### src/hw/asa_pkg.sv
// Contract
// [RULE_01] Bit 15 sets when any unmasked modem flag, except carrier and frame state, is set.
// [RULE_02] Bit 15 is read-only and clears once all such modem flags are zero or masked.
// [RULE_03] Bit 14 latches on analog open circuit and stays until written 1.
// [RULE_04] Bit 13 latches on analog short circuit and clears on write 1.
// [RULE_05] Internal output timeout flag latches when that output is tripped off.
// [RULE_06] External output timeout flag latches when that output is tripped off.
// [RULE_07] Internal output short flag latches on short, not during grace period.
// [RULE_08] External output short flag latches on short, not during grace period.
// [RULE_09] Digital input open-circuit flag latches on fault, clears on write 1.
// [RULE_10] Digital input short-circuit flag latches on fault, clears on write 1.
// [RULE_11] Converter flag latches on conversion error or saturation, clears on write 1.
// [RULE_12] Over-temperature flag latches at 115 C or above, clears on write 1.
// [RULE_13] Power-control flag latches when busy or acknowledge error asserts.
// [RULE_14] Serial flag latches on wrong clock count or CRC failure.
// [RULE_15] Reset flag is 1 after reset, sets on reset events, unmasked, write-1 clears.
// [RULE_16] Software clears a flag only after its fault has gone, else it sets again.
// [RULE_17] Writing 0 leaves flags unchanged; writes to summary bits are ignored.
package asa_pkg;
    localparam logic [6:0] ALERT_ADDR = 7'h41;
    localparam int FLAG_W = 16;
    localparam int BIT_MODEM = 15;
    localparam int BIT_AN_OPEN = 14;
    localparam int BIT_AN_SHORT = 13;
    localparam int BIT_INT_TIMEOUT = 12;
    localparam int BIT_EXT_TIMEOUT = 11;
    localparam int BIT_INT_SHORT = 10;
    localparam int BIT_EXT_SHORT = 9;
    localparam int BIT_THERM_RESET = 8;
    localparam int BIT_IN_OPEN = 7;
    localparam int BIT_IN_SHORT = 6;
    localparam int BIT_CONV = 5;
    localparam int BIT_TEMP = 4;
    localparam int BIT_POWER = 3;
    localparam int BIT_SERIAL = 2;
    localparam int BIT_SUPPLY = 1;
    localparam int BIT_RESET = 0;
    localparam logic [15:0] ALERT_RESET = 16'h0001;
    // Bits 15 and 1 are live summaries, never stored
    localparam logic [15:0] W1C_MASK = 16'h7FFD;
    localparam int MODEM_W = 16;
    localparam int CARRIER_BIT = 0;
    localparam int FRAME_MON_BIT = 1;
    localparam logic [15:0] MODEM_EXCLUDE = 16'h0003;
    localparam int TEMP_W = 10;
    localparam logic signed [9:0] TEMP_LIMIT_C = 10'h073;
    localparam int CLK_PERIOD_NS = 10;
    localparam int GRACE_TIME_NS = 100000;
    localparam int TIMEOUT_TIME_NS = 1000000;
    localparam int GRACE_CYCLES = GRACE_TIME_NS / CLK_PERIOD_NS;
    localparam int TIMEOUT_CYCLES = TIMEOUT_TIME_NS / CLK_PERIOD_NS;
    localparam int CNT_W = 20;
    typedef enum logic [1:0] {ASA_SW_OFF, ASA_SW_GRACE, ASA_SW_ON, ASA_SW_TRIPPED} asa_switch_t;
endpackage : asa_pkg

### src/hw/asa_flag_if.sv
`timescale 1ns/100ps
`default_nettype none
interface asa_flag_if;
    logic [15:0] set;
    logic [15:0] clr;
    logic [15:0] flags;
    modport bank (input set, input clr, output flags);
    modport ctrl (output set, output clr, input flags);
endinterface : asa_flag_if
`default_nettype wire

### src/hw/asa_alert_status.sv
`timescale 1ns/100ps
`default_nettype none
module asa_alert_status #(
    parameter int GRACE_CYCLES = asa_pkg::GRACE_CYCLES,
    parameter int TIMEOUT_CYCLES = asa_pkg::TIMEOUT_CYCLES
) (
    input wire logic core_clk,
    input wire logic reset,
    input wire logic reg_write,
    input wire logic reg_read,
    input wire logic [6:0] reg_addr,
    input wire logic [15:0] reg_wdata,
    output logic [15:0] reg_rdata,
    output logic reg_rvalid,
    input wire logic [15:0] modem_alert_flags,
    input wire logic [15:0] modem_alert_mask,
    input wire logic analog_open_detect,
    input wire logic analog_short_detect,
    input wire logic [1:0] out_enable,
    input wire logic [1:0] out_short,
    output logic [1:0] out_disable,
    input wire logic thermal_reset_event,
    input wire logic input_open_detect,
    input wire logic input_short_detect,
    input wire logic conv_error,
    input wire logic conv_saturation,
    input wire logic signed [9:0] die_temp_c,
    input wire logic power_tx_busy_error,
    input wire logic power_tx_ack_error,
    input wire logic serial_clock_count_error,
    input wire logic serial_crc_error,
    input wire logic supply_alert_any,
    input wire logic reset_event,
    output logic [15:0] alert_flags
);
    asa_flag_if fbus ();

    asa_flag_bank u_bank (
        .core_clk(core_clk),
        .reset(reset),
        .fb(fbus.bank)
    );

    logic modem_summary_alert;
    logic [1:0] timeout_event;
    logic [1:0] short_event;
    logic busy_prev;
    logic ack_prev;
    logic addr_hit;

    // Output stays forced off while its switch sits in the tripped state
    function automatic logic is_tripped(input asa_pkg::asa_switch_t sw);
        return sw == asa_pkg::ASA_SW_TRIPPED;
    endfunction : is_tripped

    // Stored flags with the two live summary bits laid over them
    function automatic logic [15:0] view_word(input logic [15:0] stored, input logic modem, input logic supply);
        logic [15:0] word;
        word = stored;
        word[asa_pkg::BIT_MODEM] = modem;
        word[asa_pkg::BIT_SUPPLY] = supply;
        return word;
    endfunction : view_word

    // Summary follows the modem flags live, so it clears by itself
    assign modem_summary_alert =
        |(modem_alert_flags & ~modem_alert_mask & ~asa_pkg::MODEM_EXCLUDE); // see [RULE_01] [RULE_02]

    assign addr_hit = (reg_addr == asa_pkg::ALERT_ADDR);

    // Output switch supervision: index 0 internal, 1 external
    genvar ch;
    generate
        for (ch = 0; ch < 2; ch++)
        begin : g_switch
            asa_pkg::asa_switch_t state;
            logic [asa_pkg::CNT_W-1:0] cnt;
            logic tripped;

            always_ff @(posedge core_clk)
            begin
                if (reset)
                begin
                    state <= asa_pkg::ASA_SW_OFF;
                    cnt <= '0;
                    tripped <= 1'b0;
                end
                else
                begin
                    tripped <= 1'b0;
                    case (state)
                        asa_pkg::ASA_SW_OFF:
                        begin
                            cnt <= '0;
                            if (out_enable[ch])
                                state <= asa_pkg::ASA_SW_GRACE;
                        end
                        asa_pkg::ASA_SW_GRACE:
                        begin
                            if (!out_enable[ch])
                                state <= asa_pkg::ASA_SW_OFF;
                            else if (cnt == asa_pkg::CNT_W'(GRACE_CYCLES - 1))
                            begin
                                state <= asa_pkg::ASA_SW_ON;
                                cnt <= '0;
                            end
                            else
                                cnt <= cnt + 1'b1;
                        end
                        asa_pkg::ASA_SW_ON:
                        begin
                            if (!out_enable[ch])
                                state <= asa_pkg::ASA_SW_OFF;
                            else if (!out_short[ch])
                                cnt <= '0;
                            else if (cnt == asa_pkg::CNT_W'(TIMEOUT_CYCLES - 1))
                            begin
                                state <= asa_pkg::ASA_SW_TRIPPED;
                                tripped <= 1'b1;
                            end
                            else
                                cnt <= cnt + 1'b1;
                        end
                        asa_pkg::ASA_SW_TRIPPED:
                        begin
                            // Stays off until the host drops the enable
                            if (!out_enable[ch])
                                state <= asa_pkg::ASA_SW_OFF;
                        end
                        default:
                            state <= asa_pkg::ASA_SW_OFF;
                    endcase
                end
            end

            // Shorts are not reported during the grace period
            assign short_event[ch] = (state == asa_pkg::ASA_SW_ON) && out_short[ch]; // see [RULE_07] [RULE_08]
            assign timeout_event[ch] = tripped; // see [RULE_05] [RULE_06]
        end
    endgenerate

    // Registered, so the disable follows the trip by one cycle
    always_ff @(posedge core_clk)
    begin
        if (reset)
            out_disable <= 2'h0;
        else
            out_disable <= {is_tripped(g_switch[1].state),
                            is_tripped(g_switch[0].state)};
    end

    // Error inputs are levels; only a fresh assertion marks a failed command
    always_ff @(posedge core_clk)
    begin
        if (reset)
        begin
            busy_prev <= 1'b0;
            ack_prev <= 1'b0;
        end
        else
        begin
            busy_prev <= power_tx_busy_error;
            ack_prev <= power_tx_ack_error;
        end
    end

    always_comb
    begin
        fbus.set = 16'h0000;
        fbus.set[asa_pkg::BIT_AN_OPEN] = analog_open_detect; // see [RULE_03]
        fbus.set[asa_pkg::BIT_AN_SHORT] = analog_short_detect; // see [RULE_04]
        fbus.set[asa_pkg::BIT_INT_TIMEOUT] = timeout_event[0]; // see [RULE_05]
        fbus.set[asa_pkg::BIT_EXT_TIMEOUT] = timeout_event[1]; // see [RULE_06]
        fbus.set[asa_pkg::BIT_INT_SHORT] = short_event[0]; // see [RULE_07]
        fbus.set[asa_pkg::BIT_EXT_SHORT] = short_event[1]; // see [RULE_08]
        fbus.set[asa_pkg::BIT_THERM_RESET] = thermal_reset_event;
        fbus.set[asa_pkg::BIT_IN_OPEN] = input_open_detect; // see [RULE_09]
        fbus.set[asa_pkg::BIT_IN_SHORT] = input_short_detect; // see [RULE_10]
        fbus.set[asa_pkg::BIT_CONV] = conv_error | conv_saturation; // see [RULE_11]
        fbus.set[asa_pkg::BIT_TEMP] = (die_temp_c >= asa_pkg::TEMP_LIMIT_C); // see [RULE_12]
        fbus.set[asa_pkg::BIT_POWER] = (power_tx_busy_error & ~busy_prev)
                                     | (power_tx_ack_error & ~ack_prev); // see [RULE_13]
        fbus.set[asa_pkg::BIT_SERIAL] = serial_clock_count_error | serial_crc_error; // see [RULE_14]
        fbus.set[asa_pkg::BIT_RESET] = reset_event; // see [RULE_15]
    end

    // Only clear-on-one bits respond; zeros and summary bits are ignored
    assign fbus.clr = (reg_write && addr_hit) ? (reg_wdata & asa_pkg::W1C_MASK) : 16'h0000; // see [RULE_17]

    always_ff @(posedge core_clk)
    begin
        if (reset)
            alert_flags <= asa_pkg::ALERT_RESET;
        else
        begin
            // Live summary bits reach this copy on the same edge as the read path
            alert_flags <= view_word(fbus.flags, modem_summary_alert, supply_alert_any); // see [RULE_01]
        end
    end

    always_ff @(posedge core_clk)
    begin
        if (reset)
        begin
            reg_rdata <= 16'h0000;
            reg_rvalid <= 1'b0;
        end
        else
        begin
            reg_rvalid <= reg_read;
            if (reg_read && addr_hit)
            begin
                // Summary bits are live, so a read sees their present state
                reg_rdata <= view_word(fbus.flags, modem_summary_alert, supply_alert_any); // see [RULE_02]
            end
            else if (reg_read)
                reg_rdata <= 16'h0000;
        end
    end
endmodule : asa_alert_status
`default_nettype wire

### src/hw/asa_flag_bank.sv
`timescale 1ns/100ps
`default_nettype none
module asa_flag_bank (
    input wire logic core_clk,
    input wire logic reset,
    asa_flag_if.bank fb
);
    // Set wins over a clear arriving in the same cycle
    always_ff @(posedge core_clk)
    begin
        if (reset)
            fb.flags <= asa_pkg::ALERT_RESET; // see [RULE_15]
        else
            fb.flags <= ((fb.flags & ~fb.clr) | fb.set) & asa_pkg::W1C_MASK; // see [RULE_17]
    end
endmodule : asa_flag_bank
`default_nettype wire

### config.mk
export PLATFORM = sky130hd
export DESIGN_NAME = asa_alert_status
export DESIGN_NICKNAME = d
export VERILOG_FILES = /design/src/hw/asa_pkg.sv /design/src/hw/asa_flag_if.sv /design/src/hw/asa_alert_status.sv /design/src/hw/asa_flag_bank.sv
export SDC_FILE = /design/constraint.sdc
export NUM_CORES = 1
export LEC_CHECK = 0
export BUFFER_PORTS_ARGS = -buffer_cell sky130_fd_sc_hd__buf_2
export CORE_AREA = 5 5 127 117
export CTS_CLUSTER_SIZE = 30
export DETAILED_ROUTE_END_ITERATION = 8
export DIE_AREA = 0 0 132 122
export SYNTH_ARGS = -nofsm -noshare
export SYNTH_HDL_FRONTEND = slang
export SYNTH_HIERARCHICAL = 1
export SYNTH_SLANG_ARGS = --single-unit
export TNS_END_PERCENT = 20
### constraint.sdc
create_clock -name core_clk -period 2 [get_ports core_clk]
set_input_delay 0.3 -clock core_clk [delete_from_list [all_inputs] [get_ports core_clk]]
set_output_delay 0.3 -clock core_clk [all_outputs]
set_load 0.1 [all_outputs]
==> impl_results.md <==
- Non-Filler Instances: 830
- Vias in the first global route: 3882
- Routability congestion estimate: 0.8254
- CTS hold repair buffers: 0
- CTS Sinks: 97
- Worst setup SP type: flip-flop
- Nets: 753
- RSZ-0062 raised after global routing: yes
- Final Max Tran Viols: 0
- Largest net degree at the start of global routing: 43
- H-tree lvl count: 3
- Routed len/inst: 13.33 microns
- Initial Utilization: 0.3227
- CTS tree: built
- Worst Setup End Kind: flip-flop
- Tightest Pin Transition: 1.080 ns
- Failing checks: negative setup slack
- GRT Total Usage: 0.1345
- Hold/Removal Path Class: primary input to flip-flop
- Synthesized Nets: 602
- DR vias/cell: 4.806
- Hold Slack: 0.1624 ns
- Fin. Hold Viols: 0
- Sw Share: 0.2577
- DRT Wirelength: 11070 microns
- Later-pin clock latency in the skew report: 0.34 ns
- Setup Skew: 0.004542 ns
- Fill cells: 1305
- Clk pwr share: 0.405
- Post-layout min period: 2.037 ns
- Inst Count DP: 809
- Worst EP required: 2.23 ns
- CTS Buf Count: 9
- DIE AREA: 16100 sq um
- F_max: 0.4909 GHz
- Slew HR: 0.2773
- Max-Cap Viols: 0
- First-pass GRT wire length: 18120 microns
- Mean Syn Cell Area: 8.738 sq um
- Antenna violations before repair: 1
- Core area: 13590 sq um
- Routed via count: 3989
- Worst vdd rail ir drop: 379.5 uV
- Pint: 3183 uW
- Reg clk slew, reported paths: 0.07 ns
- Cells after Synth: 502
- Ys Warns: 6
- Die W: 132 microns
- CTS root buf: clkbuf_16
- Crit-path max FO: 7
- Combinational power share: 0.131
- Final core occ: 0.4347
- DR DRC count: 0
- Final HPWL from detailed placement: 8255 microns
- Crit path DAT: 2.27 ns
- 1st-pass router iterations: 4
- DRT iter0 DRCs: 214
- Pwr Density: 725.6 nW/um^2
- Grt ovf: 0
- Sequential share of power: 0.464
- Status: finished with violations
- Share of cells above drive strength 1: 0.3176
- Setup violators final: 4
- Die Ht: 122 microns
- I/O pins: 121
- Setup CP Type: flip-flop to flip-flop
- Static Leak: 0.002637 uW
- Row Count: 41
- Cell area after technology mapping: 4387 sq um
- Routed Antenna Nets: 0
- Fin crit share: 1.019
- Antenna cells: 0
- Synth-to-layout area growth: 34.71%
- Switching power: 1105 uW
- Final worst slack: -0.03725 ns
- Maximum root-to-sink buffer count: 2
- Port Buffer Count: 114
## stage by stage
| stage | power [uW] | setup WS (ns) | TNS, ns | instance area, sq um |
|---|---|---|---|---|
| after floorplan | 2366 | -0.0008404 | -0.005883 | 4418 |
| after CTS | 4318 | -0.03890 | -0.2038 | 5776 |
| after detailed placement | 2571 | -0.04955 | -0.5737 | 5463 |
| after global placement | 2560 | -0.02278 | -0.1318 | 5463 |
| final | 4288 | -0.03725 | -0.08152 | 5909 |
| after global routing | 4472 | -0.1192 | -1.561 | 5909 |
## worst max-delay path: stages, from the launching register on
cell	delay, ns
dfxtp_2	0.35
ha_4	0.16
nand4_4	0.07
or4b_1	0.47
o31a_1	0.38
buf_6	0.16
buf_4	0.14
mux2i_1	0.13
nor2_1	0.05
## layout by cell type, fill, tap and decap left out, types with 3 or more instances in the layout
| master | instances |
|---|---|
| nand3_1 | 10 |
| ha_1 | 11 |
| a32o_1 | 11 |
| inv_1 | 46 |
| or2_2 | 4 |
| buf_2 | 114 |
| a21o_1 | 3 |
| xor2_1 | 28 |
| clkbuf_16 | 9 |
| nand4b_1 | 3 |
| buf_4 | 37 |
| nor2_2 | 4 |
| nor2b_1 | 12 |
| or3_1 | 3 |
| nor4_1 | 4 |
| nand3_2 | 4 |
| nand2_1 | 34 |
| and3_1 | 21 |
| dfxtp_2 | 4 |
| clkinvlp_4 | 3 |
| and2_1 | 4 |
| nand2b_1 | 19 |
| nor2_1 | 50 |
| nand4_1 | 21 |
| o22ai_1 | 8 |
| buf_12 | 5 |
| nor3_1 | 7 |
| o21ai_0 | 12 |
| dfxtp_1 | 92 |
| mux2i_1 | 3 |
| a21oi_1 | 19 |
| xnor2_1 | 4 |
## routing by layer
layer | GRT usage | vias up | part of all wire
li1 | - | 2026 | -
met1 | 0.1687 | 1830 | 0.46
met2 | 0.2194 | 116 | 0.45
met3 | 0.04046 | 15 | 0.067
met4 | 0.04949 | 2 | 0.016
met5 | 0 | - | 0.0018
## timing repair
item,4_1_cts,5_1_grt
hold endpoints to repair,0,0
setup endpoints to repair,9,41
resized for setup,3,23
cloned,0,1
setup buffers,0,4
pin swaps,3,19
## path summary, 6_finish.rpt
path	cells after the start	startpoint	slack [ns]	endpoint
min	3	supply_alert_any	0.16	alert_flags[1]
max reg2reg	8	g_switch[1].cnt[0]	-0.04	g_switch[1].cnt[1]
max	8	g_switch[1].cnt[0]	-0.04	g_switch[1].cnt[1]
min reg2reg	2	g_switch[0].tripped	0.43	u_bank/fb.flags[12]
## flip-flops by register name, summed over array words and instances (netlist names)
name,count
alert_flags,16
g_switch.state,4
out_disable,2
ack_prev,1
g_switch.cnt,40
reg_rdata,16
u_bank/fb.flags,14
reg_rvalid,1
g_switch.tripped,2
busy_prev,1
## area by class of cell
cell class | count | area (sq um) | area share
well taps | 172 | 215.2 | 0.03642
repair buffers | 158 | 970.9 | 0.1643
clock inverters | 7 | 77.57 | 0.01313
inverters | 46 | 172.7 | 0.02922
flip-flops and latches | 97 | 1951 | 0.3301
multi-input cells | 341 | 2297 | 0.3887
clock buffers | 9 | 225.2 | 0.03811
## power by group through the flow
stage | sequential [uW] | combinational (uW) | clock, uW
3_5_place_dp | 2040 | 534 | 0
5_1_grt | 2000 | 615 | 1860
4_1_cts | 1990 | 539 | 1790
2_1_floorplan | 2140 | 224 | 0
3_3_place_gp | 2030 | 525 | 0
6_report | 1990 | 562 | 1740
No activity file was read; power rests on OpenSTA's default activity.
